[src/cbc_pkg.sv]
// cbc_pkg: constants for the cell balance controller
// Behaviour
// - mode field 01 manual, 10 timed
// - start=1 stop=0 starts; reverse stops; else hold
// - conversion pause keeps state, then resumes
// - manual to timed switch applies at once
// - zero threshold ends that cell at once
// - active/done flags: idle, over, ongoing
// - only enabled cells; later changes ignored
// - manual: host drives each of 14 outputs
// - manual: sleep or timeout halts, no silent
// - manual start restarts watchdog; expiry faults
// - timed: both timers start; either ends cell
// - all cells done: timer reset, done set
// - resolution 0 coarse 8m32s, 1 fine 4s
// - per-cell 7-bit threshold times step
// - timed, sleep-balance 0: sleep stops balancing
// - timed, sleep-balance 1: silent balancing continues
// - wake to normal always stops balancing
package cbc_pkg;
   localparam int          CELLS        = 14;    // stacked cells
   localparam int          THR_W        = 7;     // threshold width
   localparam int          SEL_W        = 2;     // select field width
   localparam logic [1:0]  MODE_MANUAL  = 2'h1;  // mode code 01
   localparam logic [1:0]  MODE_TIMED   = 2'h2;  // mode code 10
   localparam logic [1:0]  SEL_BALANCE  = 2'h2;  // select code 10
   localparam logic [6:0]  THR_ZERO     = 7'h00; // zero duration
   localparam logic [6:0]  THR_MAX      = 7'h7f; // timer saturation
   localparam int          CLK_HZ       = 100_000_000;
   localparam int          FINE_STEP_S  = 4;     // fine step, seconds
   localparam int          COARSE_STEP_S = 512;  // 8 min 32 sec
   // fine step in clock cycles: 400 million, fits 31 bits
   localparam int          FINE_STEP_CYC = FINE_STEP_S * CLK_HZ;
   // fine steps per coarse step
   localparam int          COARSE_RATIO = COARSE_STEP_S / FINE_STEP_S;
   localparam logic [15:0] WDOG_STEPS_DEF = 16'h00ff; // plain default
   localparam int          WD_W         = 16;    // watchdog width
   // balancing fsm
   typedef enum logic [1:0] {CBC_IDLE, CBC_RUN, CBC_DONE} cbc_state_e;
endpackage

[src/cbc_core.sv]
// cbc_core: balancing fsm, timers, watchdog and cell drive
`timescale 1ns/1ns
`default_nettype none
module cbc_core #(
   parameter int          CELLS       = cbc_pkg::CELLS,
   parameter int          STEP_CYCLES = cbc_pkg::FINE_STEP_CYC,
   parameter logic [15:0] WDOG_STEPS  = cbc_pkg::WDOG_STEPS_DEF
) (
   // clock and reset
   input  wire logic                 core_clk,
   input  wire logic                 resetn,
   // configuration
   input  wire logic [1:0]           bal_mode,
   input  wire logic                 timer_resolution_select,
   input  wire logic                 sleep_bal_conf,
   input  wire logic [CELLS-1:0]     cell_measure_enable,
   input  wire logic [2*CELLS-1:0]   cell_select_field,
   input  wire logic [7*CELLS-1:0]   cell_duration_threshold,
   input  wire logic [CELLS-1:0]     manual_drive,
   // command write
   input  wire logic                 cmd_write,
   input  wire logic                 bal_start,
   input  wire logic                 bal_stop,
   // system events
   input  wire logic                 conv_pause,
   input  wire logic                 go_to_sleep_cmd,
   input  wire logic                 comm_timeout,
   input  wire logic                 wake_to_normal,
   input  wire logic                 error_clear,
   // status and drive
   output logic [CELLS-1:0]          cell_drive_output,
   output logic                      bal_active,
   output logic                      bal_done,
   output logic                      silent_balancing,
   output logic                      watchdog_timeout_error,
   output logic                      fault_out
);
   initial begin
      if (CELLS < 1 || CELLS > cbc_pkg::CELLS)
         $error("cbc_core: CELLS out of range");
      if (WDOG_STEPS == 16'h0000)
         $error("cbc_core: zero watchdog timeout");
   end

   // threshold of one cell
   function automatic logic [6:0] cell_thr(
      input logic [7*CELLS-1:0] v, input int i);
      cell_thr = v[7*i +: 7];
   endfunction

   // cell picked by its select field
   function automatic logic cell_sel(
      input logic [2*CELLS-1:0] v, input int i);
      cell_sel = (v[2*i +: 2] == cbc_pkg::SEL_BALANCE);
   endfunction

   cbc_pkg::cbc_state_e st_r, st_nxt;     // balancing fsm
   logic [CELLS-1:0]    act_r, act_nxt;   // cells still balancing
   logic [6:0]          gt_r, gt_nxt;     // global_duration_timer
   logic [15:0]         wd_r, wd_nxt;     // duration_watchdog_timer
   logic                err_r, err_nxt;   // watchdog_timeout_error
   logic                sil_r, sil_nxt;   // silent balancing
   logic [CELLS-1:0]    drv_r, drv_nxt;   // registered drive
   logic                restart;          // prescaler restart
   logic                step;             // timer step enable
   logic                is_manual;        // manual mode now
   logic                is_timed;         // timed mode now
   logic                cmd_go;           // start code written
   logic                cmd_halt;         // stop code written
   logic                sleep_ev;         // sleep request or timeout
   logic [CELLS-1:0]    zero_mask;        // cells with zero threshold
   logic [CELLS-1:0]    pick;             // cells chosen at start

   // mode decode is live, so a switch applies at once
   assign is_manual = (bal_mode == cbc_pkg::MODE_MANUAL);
   assign is_timed  = (bal_mode == cbc_pkg::MODE_TIMED);
   // only the two exact codes act; others are ignored
   assign cmd_go    = cmd_write && bal_start && !bal_stop;
   assign cmd_halt  = cmd_write && !bal_start && bal_stop;
   assign sleep_ev  = go_to_sleep_cmd || comm_timeout;

   // per-cell decode of selection and zero thresholds
   always_comb begin
      pick      = '0;
      zero_mask = '0;
      for (int i = 0; i < CELLS; i++) begin
         // enabled and selected cells only
         pick[i]      = cell_measure_enable[i] &&
                        cell_sel(cell_select_field, i);
         zero_mask[i] = (cell_thr(cell_duration_threshold, i) ==
                         cbc_pkg::THR_ZERO);
      end
   end

   // timers are frozen while a conversion borrows the cells
   cbc_tick #(
      .STEP_CYCLES (STEP_CYCLES),
      .RATIO       (cbc_pkg::COARSE_RATIO)
   ) u_tick (
      .core_clk (core_clk),
      .resetn   (resetn),
      .run      ((st_r == cbc_pkg::CBC_RUN) && !conv_pause),
      .restart  (restart),
      .fine     (timer_resolution_select),
      .step     (step)
   );

   // fsm, timers and cell mask next state; later blocks take priority
   always_comb begin
      st_nxt  = st_r;
      act_nxt = act_r;
      gt_nxt  = gt_r;
      wd_nxt  = wd_r;
      err_nxt = err_r;
      sil_nxt = sil_r;
      restart = 1'b0;
      // clear first so a same-cycle expiry still sets the latch
      if (error_clear) begin
         err_nxt = 1'b0;
      end
      if (st_r == cbc_pkg::CBC_RUN) begin
         // both timers count the same step, saturating
         if (step) begin
            if (gt_r != cbc_pkg::THR_MAX)
               gt_nxt = gt_r + 7'h01;
            if (wd_r != 16'hffff)
               wd_nxt = wd_r + 16'h0001;
         end
         if (is_timed) begin
            // either timer reaching the threshold ends the cell
            for (int i = 0; i < CELLS; i++) begin
               if (gt_r >= cell_thr(cell_duration_threshold, i) ||
                   wd_r[6:0] >= cell_thr(cell_duration_threshold, i) ||
                   wd_r[15:7] != 9'h000) begin
                  act_nxt[i] = 1'b0;
               end
            end
            if (act_nxt == '0) begin
               st_nxt = cbc_pkg::CBC_DONE;
               gt_nxt = 7'h00;
            end
         end else if (is_manual && wd_r >= WDOG_STEPS) begin
            // watchdog expiry stops and latches the error
            st_nxt  = cbc_pkg::CBC_IDLE;
            act_nxt = '0;
            err_nxt = 1'b1;
         end
         if (sleep_ev) begin
            if (is_timed && sleep_bal_conf) begin
               sil_nxt = 1'b1;
            end else begin
               // manual never goes silent
               st_nxt  = cbc_pkg::CBC_IDLE;
               act_nxt = '0;
            end
         end
         // leaving low power always ends balancing
         if (wake_to_normal) begin
            st_nxt  = cbc_pkg::CBC_IDLE;
            act_nxt = '0;
         end
      end
      if (cmd_halt) begin
         // only way back to idle after done
         st_nxt  = cbc_pkg::CBC_IDLE;
         act_nxt = '0;
         gt_nxt  = 7'h00;
         wd_nxt  = 16'h0000;
      end else if (cmd_go && (is_manual || is_timed)) begin
         if (st_r == cbc_pkg::CBC_IDLE) begin
            // mask frozen here; later edits ignored
            st_nxt  = cbc_pkg::CBC_RUN;
            act_nxt = pick;
            gt_nxt  = 7'h00;
            wd_nxt  = 16'h0000;
            restart = 1'b1;
         end else if (st_r == cbc_pkg::CBC_RUN && is_manual) begin
            wd_nxt  = 16'h0000;
            restart = 1'b1;
         end
      end
      if (st_nxt != cbc_pkg::CBC_RUN) begin
         sil_nxt = 1'b0;
      end
      // drive: paused during conversion, host gated in manual
      if (conv_pause) begin
         drv_nxt = '0;
      end else if (is_manual) begin
         drv_nxt = act_nxt & manual_drive;
      end else begin
         drv_nxt = act_nxt;
      end
   end

   // state registers
   always_ff @(posedge core_clk or negedge resetn) begin
      if (!resetn) begin
         st_r  <= cbc_pkg::CBC_IDLE;
         act_r <= '0;
         gt_r  <= 7'h00;
         wd_r  <= 16'h0000;
         err_r <= 1'b0;
         sil_r <= 1'b0;
         drv_r <= '0;
      end else begin
         st_r  <= st_nxt;
         act_r <= act_nxt;
         gt_r  <= gt_nxt;
         wd_r  <= wd_nxt;
         err_r <= err_nxt;
         sil_r <= sil_nxt;
         drv_r <= drv_nxt;
      end
   end

   // status flags decode one state, so both never show
   assign bal_active             = (st_r == cbc_pkg::CBC_RUN);
   assign bal_done               = (st_r == cbc_pkg::CBC_DONE);
   assign silent_balancing       = sil_r;
   assign watchdog_timeout_error = err_r;
   assign fault_out              = err_r;
   assign cell_drive_output      = drv_r;
endmodule
`default_nettype wire

[src/cbc_tick.sv]
// cbc_tick: step enable generator for the balancing timers
`timescale 1ns/1ns
`default_nettype none
module cbc_tick #(
   parameter int STEP_CYCLES = cbc_pkg::FINE_STEP_CYC,
   parameter int RATIO       = cbc_pkg::COARSE_RATIO
) (
   // clock and reset
   input  wire logic core_clk,
   input  wire logic resetn,
   // control
   input  wire logic run,       // counting allowed
   input  wire logic restart,   // clear both prescalers
   input  wire logic fine,      // 1 fine, 0 coarse
   // step out
   output logic      step       // one-cycle step pulse
);
   initial begin
      // the coarse prescaler is eight bits wide
      if (STEP_CYCLES < 1 || RATIO < 2 || RATIO > 256)
         $error("cbc_tick: bad step parameters");
   end

   logic [31:0] cyc_r, cyc_nxt;   // cycles within a fine step
   logic [7:0]  crs_r, crs_nxt;   // fine steps within a coarse step
   logic        fine_ev;          // a fine step has elapsed

   // prescaler next state; restart wins over counting
   always_comb begin
      cyc_nxt = cyc_r;
      crs_nxt = crs_r;
      fine_ev = 1'b0;
      step    = 1'b0;
      if (restart) begin
         cyc_nxt = 32'h0000_0000;
         crs_nxt = 8'h00;
      end else if (run) begin
         if (cyc_r == 32'(STEP_CYCLES - 1)) begin
            cyc_nxt = 32'h0000_0000;
            fine_ev = 1'b1;
         end else begin
            cyc_nxt = cyc_r + 32'h0000_0001;
         end
         // coarse step is a run of fine steps
         if (fine_ev) begin
            if (fine) begin
               step = 1'b1;
            end else if (crs_r == 8'(RATIO - 1)) begin
               crs_nxt = 8'h00;
               step    = 1'b1;
            end else begin
               crs_nxt = crs_r + 8'h01;
            end
         end
      end
   end

   // prescaler registers
   always_ff @(posedge core_clk or negedge resetn) begin
      if (!resetn) begin
         cyc_r <= 32'h0000_0000;
         crs_r <= 8'h00;
      end else begin
         cyc_r <= cyc_nxt;
         crs_r <= crs_nxt;
      end
   end
endmodule
`default_nettype wire

[config.mk]
export PLATFORM = sky130hd
export DESIGN_NAME = cbc_core
export DESIGN_NICKNAME = d
export VERILOG_FILES = /design/src/cbc_pkg.sv /design/src/cbc_core.sv /design/src/cbc_tick.sv
export SDC_FILE = /design/constraint.sdc
export NUM_CORES = 1
export LEC_CHECK = 0
export ABC_AREA = 1
export BUFFER_PORTS_ARGS = -buffer_cell sky130_fd_sc_hd__buf_4
export CAP_MARGIN = 0
export CORE_ASPECT_RATIO = 0.9
export CORE_MARGIN = 2
export CORE_UTILIZATION = 58
export CTS_CLUSTER_SIZE = 14
export DETAILED_ROUTE_END_ITERATION = 8
export GPL_ROUTABILITY_DRIVEN = 0
export GPL_TIMING_DRIVEN = 0
export PLACE_DENSITY = 0.85
export RECOVER_POWER = 50
export SLEW_MARGIN = 15
export SYNTH_ARGS = -nofsm -noshare
export SYNTH_HDL_FRONTEND = slang
export SYNTH_HIERARCHICAL = 1
export SYNTH_SLANG_ARGS = --single-unit
[constraint.sdc]
create_clock -name core_clk -period 3.51 [get_ports core_clk]
set_input_delay 0.702 -clock core_clk [delete_from_list [all_inputs] [get_ports core_clk]]
set_output_delay 0.702 -clock core_clk [all_outputs]
set_load 0.05 [all_outputs]
==> run_results.csv, run 1 <==
group,metric,value,unit
run_status,outcome,"complete, but fails checks",
run_status,violations,"capacitance limit, slew limit",
global_route,first_global_vias,10800,
synth,ys_ff_latch,95,
flow_run,maxCapViolCount,1,
die,die_w,147,µm
critical_path,critPathLaunchType,"register",
sta,period_minus_slack,3.23,ns
sta,tightestPinTransition,2.54,ns
sta,skew,0.0107,ns
layout,fillers,1533,
synth,ys_warn_count,6,
critical_path,arrival,3.47,ns
drt,drc_errors,0,
synth,syn_area,10700,µm²
drt,num_vias,11200,
critical_path,reg2reg_from,"st_r[0]",
critical_path,worstPathMaxFanout,10,
clocking,clkTransAtPathRegs,0.08,ns
clocking,clock-sinks,95,
sta,relSlewSlack,-0.694,
clocking,cts_buffer_depth,2,
power_and_ir_drop,leakagePower,7.20,nW
die,die_height,133,µm
placed_design,placed_area,12400,µm²
hold_path,hold_class,"in -> reg",
layout,fin_area,12700,µm²
clocking,hold_buffers,0,
clocking,cts_tree,"done",
drt,drtIter0Drc,1080,
critical_path,crit_chain,"inv_2 -> nor2_8 -> inv_2 -> buf_2 -> nor2_2 -> inv_1 -> nor2_1 -> inv_1 -> nor3_2 -> inv_1 -> nor2_4 -> nand2_2 -> nor2_2 -> nand3_1 -> nand3b_1 -> xor2_1 -> inv_2 -> nand2_1 -> inv_1",
synth,synthArstFlopShare,1.00,
hold_path,min-delay-start,"conv_pause",
synth,syn-num-nets,1949,
layout,drive_above_1_share,0.160,
clocking,cts_buffers,9,
critical_path,required,3.76,ns
synth,syn_inst,1579,
critical_path,critPathTopFamily,"simple AND/OR/NAND/NOR gates",
synth,yosysUniqueCellTypes,42,
clocking,cts_root_buffer,"clkbuf_16",
critical_path,startpoint,"st_r[0]",
synth,avgSynthCellArea,6.79,µm²
die,rows,47,
critical_path,cpMostUsedCell,"inv_1",
sta,timing.fmax,310,MHz
placed_design,io_buffers,186,
critical_path,worstSetupPathType,"reg -> reg",
drt,ant_nets,0,
sta,slew_violations,96,
drt,routedWlPerCell,15.7,µm
die,num_io_pins,187,
sta,finalSetupTns,0,ns
global_route,grt_first_pass_wirelength,51700,µm
die,initial_core_util,0.588,
layout,antenna_cells,0,
placed_design,dpl.hpwl,24200,µm
global_route,grt_antenna_before_repair,0,
global_route,track_usage,0.327,
global_route,grt_overflow,0,
synth,synth.yosys.seq_area_share,0.222,
critical_path,slowest_stage,"dfrtp_1",
power_and_ir_drop,fin_total_pwr,0.00368,W
drt,first_pass_iters,6,
synth,ys.flop_type,"dfrtp_1",
clocking,clk_latency,0.36,ns
drt,wl,31700,µm
layout,layout_common_cells,"nand2_1, inv_1, ha_1, nor2_1, buf_4",
critical_path,critPathMaxStageDelay,0.43,ns
power_and_ir_drop,powerDensity,290,nW/µm²
sta,setup-violations-final,0,
clocking,cts_setup_buffers,0,
sta,fin_crit_sh,0.919,
synth,synth_edf_count,0,
global_route,grt_max_degree,96,
drt,avgViaCountPerCell,5.53,
placed_design,preCtsSetupSlack,-0.678,ns
sta,rsz0062_at_grt,"no",
layout,nets,2145,
layout,area_delta_synth_final,18.5,%
critical_path,end_kind,"register",
die,coreArea,18200,µm²
sta,layout_setup_ws,0.284,ns
die,die_area,19600,µm²
sta,fin_hold_ws,0.518,ns
sta,finalHoldViolations,0,
clocking,h-tree-depth,3,
power_and_ir_drop,irDropWorstVdd,0.240,mV
critical_path,path_buf_inv,8,
layout,layout_commonest_cell,"nand2_1",
## layout make-up
class,instances,area (µm²),share of cell area
multi-input cells,1187,7200,0.567
flip-flops and latches,95,2380,0.187
repair buffers,186,1360,0.107
inverters,281,1060,0.0832
well taps,245,307,0.0241
clock buffers,10,239,0.0188
plain buffers,15,93.8,0.00738
clock inverters,6,76.3,0.00600
## per-layer routing
| layer | share of wire | vias up | GRT usage |
|---|---|---|---|
| li1 | - | 5500 | - |
| met1 | 0.41 | 5090 | 0.422 |
| met2 | 0.46 | 518 | 0.545 |
| met3 | 0.085 | 95 | 0.0466 |
| met4 | 0.036 | 0 | 0.145 |
| met5 | 0 | - | 0 |
## cells by family after synthesis
logic type | Yosys count | share of synthesized area
XOR/XNOR | 18 | 0.0147
flip-flops | 95 | 0.222
multiplexers | 1 | 0.000933
buffers and inverters | 297 | 0.107
adder cells (fa/ha/maj) | 202 | 0.236
AO/OA/AOI/OAI | 171 | 0.0923
AND/OR/NAND/NOR | 795 | 0.327
## what timing repair did
item	in CTS	in global routing
gates resized for setup	1	2
setup endpoints to repair	10	6
endpoints found under the hold margin	0	0
## synth_stat cells, types with 3 or more instances
cell / n / share of area
o21ai_2: 8 / 0.0065
clkbuf_1: 5 / 0.0017
and3b_1: 4 / 0.0033
nand2_2: 12 / 0.0070
nor2_2: 17 / 0.0099
dfrtp_1: 95 / 0.22
nor3_2: 5 / 0.0047
buf_6: 3 / 0.0031
xor2_1: 12 / 0.0098
a21oi_1: 65 / 0.030
nand2_1: 388 / 0.14
nand3b_1: 9 / 0.0063
o21ai_0: 55 / 0.026
a31oi_1: 5 / 0.0029
buf_2: 6 / 0.0028
inv_1: 268 / 0.094
nand3_2: 5 / 0.0047
ha_1: 202 / 0.24
o21bai_1: 9 / 0.0063
xnor2_1: 6 / 0.0049
a31oi_2: 5 / 0.0058
o21ai_1: 14 / 0.0065
nand4_1: 38 / 0.022
nor3_1: 24 / 0.011
nor2_4: 5 / 0.0052
nand3_1: 100 / 0.047
nor2_1: 182 / 0.064
inv_2: 13 / 0.0045
## final timing paths
path                                         end  slack [ns]  cells after the start
setup reg to reg                         gt_r[5]        0.28                     19
hold / removal             cell_drive_output[13]        0.52                      2
min in group asynchronous        u_tick/crs_r[6]        1.06                      1
setup / recovery                         gt_r[5]        0.28                     19
max in group asynchronous               act_r[8]        0.87                      1
hold reg to reg                  u_tick/crs_r[7]        0.53                      2
## power breakdown
| part | total (W) | switching (W) | internal [W] |
|---|---|---|---|
| Combinational | 0.00128 | 0.000805 | 0.000474 |
| Clock | 0.00106 | 0.000479 | 0.000585 |
| Sequential | 0.00134 | 0.000132 | 0.00121 |
| Total | 0.00368 | 0.00142 | 0.00227 |
## registers in the layout, indices dropped and copies added (netlist names)
name / flops
act_r: 14
cell_drive_output: 14
fault_out: 1
gt_r: 7
silent_balancing: 1
st_r: 2
u_tick/crs_r: 8
u_tick/cyc_r: 32
wd_r: 16
## worst register-to-register path, stage by stage, from the launching register on
cell	delay (ns)
dfrtp_1	0.43
inv_2	0.10
nor2_8	0.18
inv_2	0.07
buf_2	0.22
nor2_2	0.21
inv_1	0.13
nor2_1	0.10
inv_1	0.07
nor3_2	0.33
inv_1	0.17
nor2_4	0.17
nand2_2	0.11
nor2_2	0.13
nand3_1	0.12
nand3b_1	0.24
xor2_1	0.21
inv_2	0.04
nand2_1	0.06
inv_1	0.04
## stage by stage
stage | util | std cells
3_5_place_dp | 0.682 | 2010
2_1_floorplan | - | 1579
5_1_grt | 0.698 | 2025
4_1_cts | 0.699 | 2025
3_3_place_gp | 0.682 | 2010
6_report | 0.698 | 2025
Note: power is estimated with default switching activity, not from simulation.
==> run 2: changes to the inputs <==
CORE_UTILIZATION = 45   (was 58)
PLACE_DENSITY = 0.69   (was 0.85)
SLEW_MARGIN = 25   (was 15)
==> run 2 against run 1 <==
The run still ends with capacitance limit, slew limit left. Die area rose by 28%. Count of clock-buffer cells in the layout increased by 1. Sequential power barely moved. Critical path depth stayed put. Register-to-register slack better by 0.04 ns. Core utilization is 15 points lower. Sequential share of layout area hardly changed. Worst setup slack improved by 0.043 ns. Via count fell by 4.4%. Highest routed layer unchanged. First-iteration DRC count is 39% lower. Fmax up 1.3%.
==> run_results.csv, run 2 (same netlist as run 1, synthesis figures left out) <==
group,metric,value,unit
layout,fillers,2328,
power_and_ir_drop,powerDensity,280,nW/µm²
layout,top_register,"u_tick/cyc_r",
global_route,grt_antenna_before_repair,0,
layout,largest_register_ffs,32,
global_route,grt_overflow,0,
clocking,clock-sinks,95,
sta,skew,0.00861,ns
layout,drive_above_1_share,0.159,
power_and_ir_drop,p_seq_frac,0.375,
clocking,clk_latency,0.36,ns
power_and_ir_drop,switching_share,0.388,
clocking,cts_tree,"done",
global_route,first_global_vias,10200,
critical_path,worstSetupPathType,"reg -> reg",
die,coreArea,23400,µm²
power_and_ir_drop,comb_power_share,0.356,
critical_path,worstPathMaxFanout,10,
clocking,clkTransAtPathRegs,0.07,ns
die,die_area,25100,µm²
die,rows,53,
run_status,violations,"capacitance limit, slew limit",
critical_path,slowest_stage,"dfrtp_1",
global_route,grt_max_degree,96,
sta,finalHoldViolations,0,
placed_design,io_buffers,186,
placed_design,dpl.hpwl,24300,µm
layout,fin_util,0.544,
global_route,grt_first_pass_wirelength,51000,µm
critical_path,cpMostUsedCell,"inv_1",
layout,top_regs,"u_tick/cyc_r (32), wd_r (16)",
drt,wl,31700,µm
critical_path,critPathLaunchType,"register",
critical_path,arrival,3.44,ns
power_and_ir_drop,p_switching,0.00139,W
die,initial_core_util,0.458,
sta,fin_crit_sh,0.907,
sta,setup-violations-final,0,
layout,layout_commonest_cell,"nand2_1",
layout,antenna_cells,0,
clocking,cts_buffer_depth,2,
critical_path,crit_chain,"inv_2 -> nor2_8 -> inv_2 -> buf_2 -> nor2_2 -> inv_1 -> nor2_1 -> inv_1 -> nor3_2 -> inv_1 -> nor2_4 -> nand2_2 -> nor2_2 -> nand3_1 -> nand3b_1 -> xor2_1 -> inv_2 -> nand2_1 -> inv_1",
sta,layout_setup_ws,0.326,ns
sta,timing.fmax,314,MHz
critical_path,end_kind,"register",
sta,finalSetupTns,0,ns
clocking,cts_setup_buffers,0,
placed_design,dp_cells,2067,
drt,drc_errors,0,
sta,slew_violations,96,
die,die_w,167,µm
drt,first_pass_iters,5,
clocking,cts_buffers,9,
global_route,track_usage,0.256,
sta,period_minus_slack,3.18,ns
sta,tightestPinTransition,2.56,ns
hold_path,hold_class,"in -> reg",
clocking,h-tree-depth,3,
sta,relSlewSlack,-0.709,
power_and_ir_drop,clkPwrFrac,0.269,
power_and_ir_drop,leakagePower,7.18,nW
die,num_io_pins,187,
drt,routedWlPerCell,15.2,µm
power_and_ir_drop,intPower,0.00218,W
sta,rsz0062_at_grt,"no",
die,die_height,150,µm
layout,finalNonFillerCells,2081,
layout,layout_common_cells,"nand2_1, inv_1, ha_1, nor2_1, buf_4",
flow_run,maxCapViolCount,1,
critical_path,required,3.76,ns
drt,num_vias,10700,
clocking,cts_root_buffer,"clkbuf_16",
clocking,hold_buffers,0,
layout,nets,2145,
critical_path,critPathMaxStageDelay,0.41,ns
run_status,outcome,"complete, but fails checks",
drt,ant_nets,0,
drt,avgViaCountPerCell,5.14,
power_and_ir_drop,irDropWorstVdd,0.205,mV
layout,area_delta_synth_final,18.8,%
drt,drtIter0Drc,660,
placed_design,preCtsSetupSlack,-0.740,ns
-- run 2: cell count changes in the layout (fill, tap and decap cells not counted), sizes merged --
cell / before / now
clkinv: 0 / 1
inv: 283 / 282
clkbuf: 24 / 25
bufinv: 1 / 0
clkinvlp: 3 / 2
-- run 2: cell type report --
class	count	area [µm²]	share of cell area
flip-flops and latches	95	2380	0.187
well taps	302	378	0.0296
clock buffers	11	243	0.0190
repair buffers	186	1360	0.107
multi-input cells	1187	7200	0.565
plain buffers	15	93.8	0.00736
clock inverters	4	30.0	0.00236
inverters	281	1060	0.0831
-- run 2: through the flow --
stage / total power, W / hold WS [ns] / instance area, µm²
2_1_floorplan: 0.00214 / 0.406 / 10700
3_3_place_gp: 0.00259 / 0.490 / 12500
3_5_place_dp: 0.00262 / 0.502 / 12500
4_1_cts: 0.00358 / 0.494 / 12800
5_1_grt: 0.00379 / 0.522 / 12700
6_report: 0.00357 / 0.508 / 12700
-- run 2: final timing paths --
path	start	to	slack, ns	depth (start not counted)
worst max-delay path	st_r[0]	gt_r[5]	0.33	19
worst min register to register	u_tick/crs_r[7]	u_tick/crs_r[7]	0.51	2
worst max register to register	st_r[0]	gt_r[5]	0.33	19
max in group asynchronous	resetn	u_tick/crs_r[3]	0.87	1
worst min-delay path	conv_pause	cell_drive_output[13]	0.51	2
min in group asynchronous	resetn	u_tick/crs_r[6]	1.11	1
-- run 2: worst max-delay path, delay by kind of cell, from the launching register on --
kind	cells	cell delay, ns
xor gates and xnor gates	1	0.20
DFF	1	0.41
and+or+nand+nor	10	1.62
buffers and inverters	8	0.83
-- run 2: per-layer routing --
layer / up-vias / global-route usage / part of all wire / wire length, µm
met3: 70 / 0.0389 / 0.062 / 1980
met4: 0 / 0.0948 / 0.032 / 1020
met2: 320 / 0.433 / 0.45 / 14400
met1: 4825 / 0.332 / 0.45 / 14300
li1: 5491 / - / - / -
met5: - / 0 / 0 / 0
-- run 2: power by group through the flow --
| stage | logic (W) | registers (W) | clock network [W] |
|---|---|---|---|
| floorplan | 0.000782 | 0.00136 | 0 |
| global placement | 0.00124 | 0.00135 | 0 |
| detailed placement | 0.00127 | 0.00135 | 0 |
| CTS | 0.00127 | 0.00133 | 0.000973 |
| global route | 0.00142 | 0.00135 | 0.00102 |
| finish | 0.00127 | 0.00134 | 0.000961 |
-- run 2: repair_timing --
item,in CTS,in global routing
gates resized for setup,1,2
endpoints found under the hold margin,0,0
endpoints found under the setup margin,12,6
